===== src/core/dcfg_regs.svh =====
`ifndef DCFG_REGS_SVH
`define DCFG_REGS_SVH
// Register indices; the byte address is the index times four
`define DCFG_IDX_POL       8'h12
`define DCFG_IDX_ROUTE     8'h13
`define DCFG_IDX_OFSA_LO   8'h14
`define DCFG_IDX_OFSB_LO   8'h15
`define DCFG_IDX_OFSA_HI   8'h16
`define DCFG_IDX_OFSB_HI   8'h17
`define DCFG_ADDR_POL      12'h048
`define DCFG_ADDR_ROUTE    12'h04c
`define DCFG_ADDR_OFSA_LO  12'h050
`define DCFG_ADDR_OFSB_LO  12'h054
`define DCFG_ADDR_OFSA_HI  12'h058
`define DCFG_ADDR_OFSB_HI  12'h05c
`define DCFG_ADDR_STATUS   12'h060
// Reset values
`define DCFG_RST_POL       8'h02
`define DCFG_RST_ROUTE     8'h00
`define DCFG_RST_OFS       8'h00
// Field positions
`define DCFG_BIT_INV_A     3
`define DCFG_BIT_INV_B     2
`define DCFG_BIT_SYNC_EN   1
`define DCFG_BIT_A_TO_B    7
`define DCFG_BIT_B_TO_A    6
`define DCFG_BIT_SYNC_SEL  1
`define DCFG_BIT_REV       0
`define DCFG_OFS_HI_MSB    7
`define DCFG_OFS_HI_LSB    3
`endif


===== src/core/dcfg_pkg.sv =====
package dcfg_pkg;
    // Source of clock divider alignment
    typedef enum logic [0:0]
    {
        DCFG_SRC_STROBE = 1'b0,
        DCFG_SRC_FRAME  = 1'b1
    } dcfg_src_e;
    // Offset correction word
    typedef logic [12:0] dcfg_ofs_t;
endpackage


===== src/core/dcfg_clkdiv.sv =====
`timescale 1ns/10ps
// Clock divider producing aligned enable pulses, reset by a sync event
module dcfg_clkdiv
#(
    parameter int DIV_W = 2
)
(
    input  wire logic             clock,
    input  wire logic             rst,
    input  wire logic             sync_pulse,
    output logic [DIV_W-1:0]      div_en,
    output logic [DIV_W-1:0]      phase
);
    logic [DIV_W-1:0] count_reg;   // Common counter
    logic             run_and;     // All counter bits so far are set
    // All divided rates come from one counter so they stay aligned
    always_ff @(posedge clock)
    begin
        if (rst || sync_pulse)
            count_reg <= '0;
        else
            count_reg <= count_reg + 1'b1;
    end
    // Enable for divide by 2**(i+1)
    always_comb
    begin
        run_and = 1'b1;
        // Running AND keeps every part-select constant
        for (int i = 0; i < DIV_W; i++)
        begin
            run_and   = run_and & count_reg[i];
            div_en[i] = run_and;
        end
    end
    assign phase = count_reg;
endmodule


===== src/core/dcfg_top.sv =====
// Register access over APB is this design's own decision.
`timescale 1ns/10ps
module dcfg_top
#(
    parameter int DATA_W = 16,
    parameter int DIV_W  = 2
)
(
    input  wire logic              clock,
    input  wire logic              rst,
    input  wire logic              psel,
    input  wire logic              penable,
    input  wire logic              pwrite,
    input  wire logic [11:0]       paddr,
    input  wire logic [31:0]       pwdata,
    output logic                   pready,
    output logic [31:0]            prdata,
    output logic                   pslverr,
    input  wire logic              external_sync_strobe,
    input  wire logic              frame_marker,
    input  wire logic              in_valid,
    input  wire logic [DATA_W-1:0] in_a,
    input  wire logic [DATA_W-1:0] in_b,
    output logic                   out_valid,
    output logic [DATA_W-1:0]      out_a,
    output logic [DATA_W-1:0]      out_b,
    output logic                   div_sync,
    output logic [DIV_W-1:0]       div_en,
    output logic                   autosync
);
`include "dcfg_regs.svh"

    // Reverse bit order of a word
    function automatic logic [DATA_W-1:0] rev_bits(input logic [DATA_W-1:0] d);
        logic [DATA_W-1:0] r;
        r = '0;
        for (int i = 0; i < DATA_W; i++)
            r[i] = d[DATA_W-1-i];
        return r;
    endfunction

    // Sign extend the joined 13-bit offset to the data width
    function automatic logic [DATA_W-1:0] ofs_ext(input dcfg_pkg::dcfg_ofs_t o);
        return {{(DATA_W-13){o[12]}}, o};
    endfunction

    logic [7:0]         pol_reg;      // Polarity and sync control
    logic [7:0]         route_reg;    // Routing and sync source
    logic [7:0]         ofsa_lo_reg;  // Offset A low shadow
    logic [7:0]         ofsb_lo_reg;  // Offset B low shadow
    logic [7:0]         ofsa_hi_reg;  // Offset A high shadow
    logic [7:0]         ofsb_hi_reg;  // Offset B high shadow
    dcfg_pkg::dcfg_ofs_t act_a_reg;   // Active offset A
    dcfg_pkg::dcfg_ofs_t act_b_reg;   // Active offset B
    logic               src_prev_reg; // Previous sync source level
    logic               load_next;    // Autosync this cycle
    logic               wr_en;        // Write access phase
    logic               src_lvl;      // Selected sync source level
    logic               sync_next;    // Divider sync event
    logic [DIV_W-1:0]   div_en_w;     // Divider enables
    logic [DIV_W-1:0]   div_ph_w;     // Divider phase
    logic [DATA_W-1:0]  a_w;          // Data after reversal
    logic [DATA_W-1:0]  b_w;
    logic [DATA_W-1:0]  a_src;        // Data after routing
    logic [DATA_W-1:0]  b_src;

    // Write is taken in the access phase; slave answers with no wait
    assign wr_en = psel && penable && pwrite;

    // Software register writes
    always_ff @(posedge clock)
    begin
        if (rst)
        begin
            pol_reg     <= `DCFG_RST_POL;
            route_reg   <= `DCFG_RST_ROUTE;
            ofsa_lo_reg <= `DCFG_RST_OFS;
            ofsb_lo_reg <= `DCFG_RST_OFS;
            ofsa_hi_reg <= `DCFG_RST_OFS;
            ofsb_hi_reg <= `DCFG_RST_OFS;
        end
        else if (wr_en)
        begin
            unique case (paddr)
                `DCFG_ADDR_POL:     pol_reg     <= pwdata[7:0];
                `DCFG_ADDR_ROUTE:   route_reg   <= pwdata[7:0];
                `DCFG_ADDR_OFSA_LO: ofsa_lo_reg <= pwdata[7:0];
                `DCFG_ADDR_OFSB_LO: ofsb_lo_reg <= pwdata[7:0];
                `DCFG_ADDR_OFSA_HI: ofsa_hi_reg <= pwdata[7:0];
                `DCFG_ADDR_OFSB_HI: ofsb_hi_reg <= pwdata[7:0];
                default: ;
            endcase
        end
    end

    // Only a write to offset A low triggers a load
    assign load_next = wr_en && (paddr == `DCFG_ADDR_OFSA_LO);

    // Autosync pulse output, one cycle after the write
    always_ff @(posedge clock)
    begin
        if (rst)
            autosync <= 1'b0;
        else
            autosync <= load_next;
    end

    // Active offsets change together, only on autosync
    always_ff @(posedge clock)
    begin
        if (rst)
        begin
            act_a_reg <= '0;
            act_b_reg <= '0;
        end
        else if (load_next)
        begin
            // New offset A low byte comes straight from the bus data
            act_a_reg <= {ofsa_hi_reg[`DCFG_OFS_HI_MSB:`DCFG_OFS_HI_LSB], pwdata[7:0]};
            act_b_reg <= {ofsb_hi_reg[`DCFG_OFS_HI_MSB:`DCFG_OFS_HI_LSB], ofsb_lo_reg};
        end
        // Otherwise hold: shadow writes leave them alone
    end

    // Read data and handshake, answer in the access phase
    always_ff @(posedge clock)
    begin
        if (rst)
        begin
            prdata  <= '0;
            pready  <= 1'b0;
            pslverr <= 1'b0;
        end
        else
        begin
            pready  <= psel && !penable;
            pslverr <= 1'b0;
            prdata  <= '0;
            if (psel && !penable)
            begin
                unique case (paddr)
                    `DCFG_ADDR_POL:     prdata <= {24'h000000, pol_reg};
                    `DCFG_ADDR_ROUTE:   prdata <= {24'h000000, route_reg};
                    `DCFG_ADDR_OFSA_LO: prdata <= {24'h000000, ofsa_lo_reg};
                    `DCFG_ADDR_OFSB_LO: prdata <= {24'h000000, ofsb_lo_reg};
                    `DCFG_ADDR_OFSA_HI: prdata <= {24'h000000, ofsa_hi_reg};
                    `DCFG_ADDR_OFSB_HI: prdata <= {24'h000000, ofsb_hi_reg};
                    `DCFG_ADDR_STATUS:  prdata <= {5'h00, act_b_reg, 1'b0, act_a_reg};
                    default:            pslverr <= 1'b1;
                endcase
            end
        end
    end

    // Pick the sync source level
    assign src_lvl = route_reg[`DCFG_BIT_SYNC_SEL] ? frame_marker : external_sync_strobe;

    // Rising edge of the source, gated by the enable
    assign sync_next = pol_reg[`DCFG_BIT_SYNC_EN] && src_lvl && !src_prev_reg;

    // Edge history, sync pulse and registered divider enables
    always_ff @(posedge clock)
    begin
        if (rst)
        begin
            src_prev_reg <= 1'b0;
            div_sync     <= 1'b0;
            div_en       <= '0;
        end
        else
        begin
            src_prev_reg <= src_lvl;
            div_sync     <= sync_next;
            div_en       <= div_en_w;
        end
    end

    // Shared divider restarts from zero on sync
    dcfg_clkdiv #(.DIV_W(DIV_W)) u_div
    (
        .clock      (clock),
        .rst        (rst),
        .sync_pulse (sync_next),
        .div_en     (div_en_w),
        .phase      (div_ph_w)
    );

    // Reverse per channel; complement follows in the output register
    always_comb
    begin
        a_w = route_reg[`DCFG_BIT_REV] ? rev_bits(in_a) : in_a;
        b_w = route_reg[`DCFG_BIT_REV] ? rev_bits(in_b) : in_b;
        // Duplicate one channel onto the other
        a_src = route_reg[`DCFG_BIT_B_TO_A] ? b_w : a_w;
        b_src = route_reg[`DCFG_BIT_A_TO_B] ? a_w : b_w;
    end

    // Output register: complement then offset add
    always_ff @(posedge clock)
    begin
        if (rst)
        begin
            out_a     <= '0;
            out_b     <= '0;
            out_valid <= 1'b0;
        end
        else
        begin
            out_valid <= in_valid;
            out_a <= (pol_reg[`DCFG_BIT_INV_A] ? ~a_src : a_src) + ofs_ext(act_a_reg);
            out_b <= (pol_reg[`DCFG_BIT_INV_B] ? ~b_src : b_src) + ofs_ext(act_b_reg);
        end
    end

    // Autosync follows a write to offset A low by one cycle
    a_autosync_pulse: assert property (@(posedge clock) disable iff (rst)
        (wr_en && paddr == `DCFG_ADDR_OFSA_LO) |=> autosync)
        else $error("autosync missing after offset write");

    // Active offsets A and B steady without autosync
    a_offset_hold: assert property (@(posedge clock) disable iff (rst)
        !load_next |=> $stable(act_a_reg) && $stable(act_b_reg))
        else $error("offset changed without autosync");

    // Offset B loads from its shadows with autosync
    a_offset_load: assert property (@(posedge clock) disable iff (rst)
        load_next |=> act_b_reg == {$past(ofsb_hi_reg[7:3]), $past(ofsb_lo_reg)})
        else $error("offset B not loaded on autosync");

    // Sync blocked when disabled
    a_sync_gate: assert property (@(posedge clock) disable iff (rst)
        !pol_reg[1] |=> !div_sync)
        else $error("divider sync while disabled");

    // Divider restarts aligned after sync
    a_div_align: assert property (@(posedge clock) disable iff (rst)
        sync_next |=> div_ph_w == '0)
        else $error("divider not aligned after sync");

    // Channel A inversion without offset or routing
    a_invert_a: assert property (@(posedge clock) disable iff (rst)
        (pol_reg[3] && route_reg == 8'h00 && act_a_reg == '0) |=> out_a == ~$past(in_a))
        else $error("channel A not inverted");

    // Channel B inversion without offset or routing
    a_invert_b: assert property (@(posedge clock) disable iff (rst)
        (pol_reg[2] && route_reg == 8'h00 && act_b_reg == '0) |=> out_b == ~$past(in_b))
        else $error("channel B not inverted");

    // A copied onto B
    a_copy_ab: assert property (@(posedge clock) disable iff (rst)
        (route_reg == 8'h80 && pol_reg[3:2] == 2'b00 && act_b_reg == '0) |=> out_b == $past(in_a))
        else $error("A not driven onto B");

    // B copied onto A
    a_copy_ba: assert property (@(posedge clock) disable iff (rst)
        (route_reg == 8'h40 && pol_reg[3:2] == 2'b00 && act_a_reg == '0) |=> out_a == $past(in_b))
        else $error("B not driven onto A");

    // Bit reversal
    a_reverse: assert property (@(posedge clock) disable iff (rst)
        (route_reg == 8'h01 && pol_reg[3:2] == 2'b00 && act_a_reg == '0) |=> out_a == rev_bits($past(in_a)))
        else $error("bit order not reversed");

    // Offset A loads from its high shadow and the written low byte
    a_offset_load_a: assert property (@(posedge clock) disable iff (rst)
        load_next |=> act_a_reg == {$past(ofsa_hi_reg[7:3]), $past(pwdata[7:0])})
        else $error("offset A not loaded on autosync");

    // No autosync pulse without a write to offset A low
    a_autosync_quiet: assert property (@(posedge clock) disable iff (rst)
        !load_next |=> !autosync)
        else $error("autosync without offset write");

    // Every accepted sync event shows as a divider sync pulse
    a_sync_pulse: assert property (@(posedge clock) disable iff (rst)
        sync_next |=> div_sync)
        else $error("divider sync pulse missing");

    // Strobe selected and low: frame edges are ignored
    a_src_strobe: assert property (@(posedge clock) disable iff (rst)
        (!route_reg[`DCFG_BIT_SYNC_SEL] && !external_sync_strobe) |=> !div_sync)
        else $error("sync taken from unselected frame");

    // Frame selected and low: strobe edges are ignored
    a_src_frame: assert property (@(posedge clock) disable iff (rst)
        (route_reg[`DCFG_BIT_SYNC_SEL] && !frame_marker) |=> !div_sync)
        else $error("sync taken from unselected strobe");

    // Slowest enable only coincides with the fastest one
    a_div_nested: assert property (@(posedge clock) disable iff (rst)
        div_en_w[DIV_W-1] |-> div_en_w[0])
        else $error("divided enables out of phase");

    // Divider phase advances by one when no sync arrives
    a_div_count: assert property (@(posedge clock) disable iff (rst)
        !sync_next |=> div_ph_w == $past(div_ph_w) + 1'b1)
        else $error("divider phase skipped");

    // Offset A added with no inversion, routing or reversal
    a_offset_add_a: assert property (@(posedge clock) disable iff (rst)
        (pol_reg[3:2] == 2'b00 && route_reg[7:6] == 2'b00 && !route_reg[0])
        |=> out_a == $past(in_a) + ofs_ext($past(act_a_reg)))
        else $error("offset A not added");

    // Offset B added with no inversion, routing or reversal
    a_offset_add_b: assert property (@(posedge clock) disable iff (rst)
        (pol_reg[3:2] == 2'b00 && route_reg[7:6] == 2'b00 && !route_reg[0])
        |=> out_b == $past(in_b) + ofs_ext($past(act_b_reg)))
        else $error("offset B not added");

    // Offset A low byte written into its shadow
    a_shadow_a_lo: assert property (@(posedge clock) disable iff (rst)
        (wr_en && paddr == `DCFG_ADDR_OFSA_LO) |=> ofsa_lo_reg == $past(pwdata[7:0]))
        else $error("offset A low byte not stored");

    // Offset B low byte written into its shadow
    a_shadow_b_lo: assert property (@(posedge clock) disable iff (rst)
        (wr_en && paddr == `DCFG_ADDR_OFSB_LO) |=> ofsb_lo_reg == $past(pwdata[7:0]))
        else $error("offset B low byte not stored");

    // Offset A high field written into its shadow
    a_shadow_a_hi: assert property (@(posedge clock) disable iff (rst)
        (wr_en && paddr == `DCFG_ADDR_OFSA_HI) |=> ofsa_hi_reg == $past(pwdata[7:0]))
        else $error("offset A high field not stored");

    // Offset B high field written into its shadow
    a_shadow_b_hi: assert property (@(posedge clock) disable iff (rst)
        (wr_en && paddr == `DCFG_ADDR_OFSB_HI) |=> ofsb_hi_reg == $past(pwdata[7:0]))
        else $error("offset B high field not stored");
endmodule


===== config.mk =====
export PLATFORM = sky130hd
export DESIGN_NAME = dcfg_top
export DESIGN_NICKNAME = d
export VERILOG_FILES = /design/src/core/dcfg_pkg.sv /design/src/core/dcfg_clkdiv.sv /design/src/core/dcfg_top.sv
export VERILOG_INCLUDE_DIRS = /design/src /design/src/core
export SDC_FILE = /design/constraint.sdc
export NUM_CORES = 1
export LEC_CHECK = 0
export BUFFER_PORTS_ARGS = -buffer_cell sky130_fd_sc_hd__buf_2
export CELL_PAD_IN_SITES_DETAIL_PLACEMENT = 1
export CELL_PAD_IN_SITES_GLOBAL_PLACEMENT = 1
export CORE_ASPECT_RATIO = 0.8
export CORE_MARGIN = 5
export CORE_UTILIZATION = 45
export CTS_CLUSTER_SIZE = 40
export DETAILED_ROUTE_END_ITERATION = 10
export GPL_TIMING_DRIVEN = 0
export PLACE_DENSITY = 0.85
export SYNTH_ARGS = -nofsm -noshare
export SYNTH_HDL_FRONTEND = slang
export SYNTH_SLANG_ARGS = --single-unit

===== constraint.sdc =====
create_clock -name clock -period 8.2 [get_ports clock]
set_input_delay 0.82 -clock clock [delete_from_list [all_inputs] [get_ports clock]]
set_output_delay 0.82 -clock clock [all_outputs]
set_load 0.02 [all_outputs]

==> qor.csv, run 1 <==
stage,metric,value,unit
detailed_routing,via_per_inst,5.75,
clock_network,cts_setup_buffers,0,
synthesis,syn_area,7030,sq um
cells_and_area,drive_gt1_share,26.2,%
sta,tns,0,ns
clock_network,cts_resized,0,
pwr,p_per_area,179,nW/um^2
detailed_routing,ant_nets,0,
sta,min_period,4.53,ns
synthesis,synth.avg_cell_area,9.50,sq um
floorplan,ios,155,
hold_path,hold_class,register to register,
outcome,run_status,"finished, final reports clean",
clock_network,cts_tree,done,
setup_path,critPathSlowestCell,clkbuf_1,
synthesis,ys_warn_count,0,
cells_and_area,regArea,2680,sq um
synthesis,synth_edf_count,0,
setup_path,critPathKind,register to register,
setup_path,rrSetupSlack,3.67,ns
setup_path,worst_setup_path_start_kind,register,
setup_path,path_common_cell,clkbuf_1,
global_route,grt_pass1_vias,6779,
cells_and_area,regMostFlops,prdata,
global_route,grt_pass1_wl,37800,um
sta,finalClockSkew,0.00932,ns
synthesis,synth-main-ff-cell,dfxtp_1,
clock_network,path_clk_slew,0.06,ns
sta,final_max_slew_viol_count,0,
detailed_routing,wl_met1,9960,um
clock_network,cts.htree.levels,4,
sta,tightest_slew,1.07,ns
detailed_routing,vias,6385,
sta,period_share,55.2,%
setup_path,arrival,4.85,ns
clock_network,holdBufCountCts,0,
detailed_routing,drt_drc_violations_left,0,
detailed_routing,wl_met3,1630,um
sta,setup_viol,0,
cells_and_area,fin_nets,1007,
cells_and_area,fill_cells,1809,
clock_network,clkLatencyLatePin,0.43,ns
cells_and_area,multi_input_area,4140,sq um
sta,final_hold_viol_count,0,
detailed_routing,drt_wl_total,24200,um
pwr,leakage,3.72,nW
synthesis,yosys.area.top_type,dfxtp_1,
floorplan,die-area,18200,sq um
sta,slew-limit-headroom,28.4,%
synthesis,ys_ff_latch,134,
global_route,grt_usage,26.9,%
synthesis,synth.area.top_cells,"dfxtp_1 (38%), mux4_2 (10%), ha_1 (5.9%)",
setup_path,worstPathMaxFanout,10,
sta,hold_ws,0.470,ns
clock_network,numCtsBuffers,17,
synthesis,yosysUniqueCellTypes,54,
global_route,grt-ovfl-total,0,
clock_network,clock-sinks,134,
cells_and_area,largest_reg_flops,26,
setup_path,crit_path_end_kind,register,
setup_path,crit_chain,clkbuf_1 -> clkbuf_1 -> mux4_2 -> xor2_1 -> ha_1 -> a21o_1 -> and4_2 -> o21ai_0 -> a211oi_1 -> or3_1 -> a21oi_1,
global_route,grt_max_degree,17,
synthesis,syn_inst,740,
synthesis,async_flop_share,0,%
detailed_routing,highest_layer,met5,
setup_path,required,8.52,ns
global_route,antenna_found_initial,3,
detailed_routing,first_pass_iters,4,
floorplan,std_cell_rows,40,
place,io_buffers,124,
synthesis,yosysSeqAreaShare,38.2,%
floorplan,die_h,122,um
detailed_routing,drt_iter0_markers,480,
sta,fmax,0.221,GHz
place,hpwlAfterDp,17400,um
clock_network,root_buffer,clkbuf_16,
detailed_routing,wl_met2,11900,um
synthesis,synthTopCellsByCount,"dfxtp_1 (134), nand2_1 (99), nor2_1 (79)",
floorplan,floorplan.die.width,150,um
sta,rsz0062_at_grt,false,
place,gp_congestion,0.903,
pwr,peakVddDrop,0.148,mV
job,drv_cap,0,
floorplan,initial_core_util,46.4,%
synthesis,synth.top_cell.area_share,38.2,%
clock_network,clockBufferDepth,2,
setup_path,slowest_delay,0.55,ns
detailed_routing,wl_per_cell,21.8,um
cells_and_area,top_regs,"prdata (26), out_a (16), out_b (16)",
synthesis,synth_most_common_cell,dfxtp_1,
cells_and_area,area_growth_syn_to_layout,20.6,%
floorplan,core,15200,sq um
## cells in the final DEF (no fill, tap or decap), types with 6 or more instances in the layout
master,netlist,layout
mux4_2,32,32
ha_1,33,33
buf_1,6,6
mux2_2,19,19
buf_4,6,6
buf_2,11,135
a21oi_1,65,65
clkbuf_16,0,17
nor2b_1,14,14
nand2_1,99,99
a221oi_1,10,10
nand4_1,6,6
mux2i_1,24,24
nor2_1,79,79
and2_1,18,18
nor3_1,9,9
a22oi_1,8,8
dfxtp_1,134,134
conb_1,1,6
nand3_1,7,7
o21ai_0,14,14
xnor2_1,14,14
a211oi_1,7,7
clkbuf_1,23,24
xor2_1,38,38
a21o_1,12,12
## power breakdown
part / internal (W) / switching (W) / total (W)
Combinational: 0.0000517 / 0.0000871 / 0.000139
Sequential: 0.000662 / 0.00000262 / 0.000664
Clock: 0.000412 / 0.000299 / 0.000711
## cells by family after synthesis
family / Yosys count / share of synthesized area (%)
other: 1 / 0.0533
muxes: 75 / 16.7
buffers and inverters: 50 / 3.19
DFF: 134 / 38.2
and+or+nand+nor: 257 / 16.6
xor gates and xnor gates: 52 / 6.48
AOI/OAI and AO/OA: 136 / 12.4
adders and majority gates: 35 / 6.44
## path summary, 6_finish.rpt
path | endpoint | startpoint | cells past startpoint
setup / recovery | out_a[15] | route_reg[6] | 11
hold / removal | u_div.phase[0] | u_div.phase[0] | 1
setup reg to reg | out_a[15] | route_reg[6] | 11
hold reg to reg | u_div.phase[0] | u_div.phase[0] | 1
## worst max-delay path: cells and delay by family (launching register included)
| kind | cells | cell delay [ns] |
|---|---|---|
| adder cells (fa/ha/maj) | 1 | 0.34 |
| multiplexers | 1 | 0.42 |
| AO/OA/AOI/OAI | 4 | 1.13 |
| AND/OR/NAND/NOR | 2 | 0.68 |
| XOR/XNOR | 1 | 0.47 |
| buffers and inverters | 2 | 1.01 |
| flip-flops | 1 | 0.34 |
## metrics by stage
step | std cells | worst slack [ns] | power, W | area (sq um) | utilization [%]
floorplan | 745 | 4.46 | 0.000755 | 7050 | -
global placement | 1079 | 4.02 | 0.000808 | 7930 | 52.3
detailed placement | 1079 | 3.95 | 0.000813 | 7930 | 52.3
CTS | 1110 | 3.81 | 0.00152 | 8470 | 55.9
global route | 1111 | 3.63 | 0.00156 | 8470 | 55.9
finish | 1111 | 3.67 | 0.00151 | 8470 | 55.9
## area by class of cell
cell class	instances	area share (%)
clock buffer	18	5.06
clock inverter	13	1.31
antenna	1	0.0295
timing repair buffer	124	7.32
buffer	46	2.47
sequential	134	31.7
inverter	4	0.177
tap	210	3.10
multi-input combinational	561	48.9
## routing by layer
metal	GRT usage (%)	vias up
met5	0	-
met4	10.7	4
met3	6.81	51
met2	45.5	242
met1	33.1	3183
li1	-	2905
Note: power is estimated with default switching activity, not from simulation.
==> run 2: changes to the inputs <==
- CORE_UTILIZATION: 45 -> 37
- PLACE_DENSITY: 0.85 -> 0.75
- clock period: 8.2 -> 3.77 ns (I/O delays scaled with it)
==> run 2 against run 1 <==
Effect of this change: global-route usage fell by 6.0 points; clock power increased to 2.9 times the previous value; clock-buffer cell count increased by 1; final area grew 3.7%; critical endpoint is now out_a[14]; largest cell class unchanged; highest routed layer is now met4.
==> qor.csv, run 2 (synthesis gave the netlist of run 1 again) <==
stage,metric,value,unit
detailed_routing,wl_per_cell,19.4,um
floorplan,floorplan.die.width,164,um
setup_path,critPathSlowestCell,a221o_2,
sta,finalClockSkew,0.0150,ns
cells_and_area,fin_area,8790,sq um
cells_and_area,fill_cells,2206,
cells_and_area,drive_gt1_share,27.2,%
pwr,peakVddDrop,0.279,mV
setup_path,crit_buf_inv,3,
floorplan,die_h,133,um
clock_network,cts_tree,done,
clock_network,cts.htree.levels,4,
setup_path,required,4.09,ns
setup_path,worstPathMaxFanout,10,
clock_network,root_buffer,clkbuf_16,
job,drv_cap,0,
setup_path,reg2reg_depth,13,
floorplan,core,18800,sq um
pwr,p_per_area,430,nW/um^2
global_route,grt_pass1_vias,6265,
place,gp_congestion,0.920,
detailed_routing,drt_wl_total,22500,um
clock_network,clock-sinks,134,
hold_path,hold_depth,2,
floorplan,die-area,21900,sq um
floorplan,initial_core_util,37.4,%
global_route,grt_usage,20.9,%
setup_path,r2r-start,route_reg[0],
detailed_routing,vias,6071,
floorplan,std_cell_rows,45,
cells_and_area,final_cells,1159,
setup_path,crit_chain,buf_6 -> buf_12 -> buf_8 -> mux4_2 -> xor2_1 -> ha_1 -> fa_2 -> a21o_1 -> a221o_2 -> a221oi_4 -> o21ai_2 -> o31ai_2 -> mux2_2,
clock_network,clkLatencyLatePin,0.43,ns
sta,tightest_slew,1.16,ns
pwr,leakage,3.82,nW
global_route,grt_max_degree,17,
setup_path,crit_family,compound AO/OA/AOI/OAI gates,
sta,final_hold_viol_count,0,
sta,rsz0062_at_grt,false,
detailed_routing,drt_drc_violations_left,0,
sta,period_share,97.1,%
cells_and_area,fin_nets,1007,
hold_path,hold_end,out_valid,
clock_network,holdBufCountCts,0,
floorplan,ios,155,
setup_path,worst_setup_path_start_kind,register,
cells_and_area,regMostFlops,prdata,
cells_and_area,fin_util,46.7,%
cells_and_area,area_growth_syn_to_layout,25.0,%
pwr,finalPower,0.00378,W
global_route,antenna_found_initial,0,
setup_path,critPathKind,register to register,
cells_and_area,largest_reg_flops,26,
setup_path,rrSetupSlack,0.11,ns
clock_network,numCtsBuffers,17,
place,hpwlAfterDp,16700,um
detailed_routing,ant_nets,0,
setup_path,arrival,3.98,ns
detailed_routing,first_pass_iters,4,
global_route,grt_pass1_wl,35400,um
hold_path,hold_class,input port to register,
place,place_area,7990,sq um
sta,setup_viol,0,
setup_path,crit_cells,13,
outcome,run_status,"finished, final reports clean",
cells_and_area,final_common_cell,dfxtp_1,
setup_path,r2r_end,out_a[14],
sta,final_max_slew_viol_count,0,
detailed_routing,drt_iter0_markers,381,
place,io_buffers,124,
cells_and_area,top_regs,"prdata (26), out_a (16), out_b (16)",
cells_and_area,layout_common_cells,"dfxtp_1 (133), buf_2 (132), nand2_1 (99), nor2_1 (79), a21oi_1 (65)",
setup_path,crit_path_end_kind,register,
sta,fmax,0.273,GHz
place,dp.cells,1127,
cells_and_area,multi_input_area,4170,sq um
sta,slew-limit-headroom,22.3,%
setup_path,slowest_delay,0.42,ns
clock_network,clockBufferDepth,2,
global_route,grt-ovfl-total,0,
cells_and_area,regArea,2680,sq um
sta,min_period,3.66,ns
hold_path,hold_start,in_valid,
detailed_routing,via_per_inst,5.24,
clock_network,path_clk_slew,0.07,ns
run 2: cell count changes in the layout (fill, tap and decap cells not counted), sizes merged:
| cell | change |
|---|---|
| clkbuf | +1 |
| bufinv | +7 |
| clkinvlp | -1 |
| inv | +1 |
| clkinv | -8 |
run 2: per-layer routing:
layer  global-route usage [%]  vias to the layer above  wire [um]
met1                     29.5                     2975      10700
met4                     6.66                        0        387
li1                         -                     2907          -
met5                        0                        -          0
met3                     3.84                       29       1090
met2                     32.5                      160      10400
run 2: worst max path at each step:
stage / startpoint / end / slack, ns
floorplan: route_reg[0] / out_a[14] / 0.03
global placement: route_reg[0] / out_a[14] / -0.44
detailed placement: route_reg[0] / out_a[14] / -0.48
CTS: route_reg[0] / out_a[14] / 0.01
global route: route_reg[0] / out_a[14] / 0.003
finish: route_reg[0] / out_a[14] / 0.11
run 2: repair_timing:
| item | 4_1_cts | 5_1_grt |
|---|---|---|
| hold endpoints to repair | 0 | 0 |
| pin swaps | 0 | 1 |
| setup buffers | 0 | 1 |
| resized for setup | 18 | 6 |
| endpoints found under the setup margin | 8 | 3 |
run 2: worst register-to-register path, stage by stage, from the launching register on:
cell	delay (ns)
dfxtp_1	0.34
buf_6	0.16
buf_12	0.16
buf_8	0.16
mux4_2	0.32
xor2_1	0.18
ha_1	0.23
fa_2	0.37
a21o_1	0.21
a221o_2	0.42
a221oi_4	0.30
o21ai_2	0.12
o31ai_2	0.21
mux2_2	0.36
run 2: power by group:
group / leakage, nW / internal [W] / switching (W)
clock network: 0.336 / 0.00139 / 0.000651
registers: 1.09 / 0.00144 / 0.00000542
logic: 2.39 / 0.000113 / 0.000181
total: 3.82 / 0.00294 / 0.000837
run 2: final cells by class:
type	instances	share of cell area, %
Buffer	45	2.88
Inverter	4	0.171
Tap cell	258	3.67
Clock buffer	19	5.04
Sequential cell	134	30.5
Antenna cell	1	0.0285
Timing Repair Buffer	125	7.15
Multi-Input combinational cell	561	47.4
Clock inverter	12	3.09
run 2: metrics by stage:
stage                     hold WS [ns]  setup WS (ns)  setup TNS (ns)
after CTS                        0.153         0.0121               0
after detailed placement         0.447         -0.478           -1.55
after global placement           0.440         -0.442           -1.16
final                            0.162          0.109               0
after floorplan                  0.424         0.0325               0
after global routing             0.168        0.00277               0
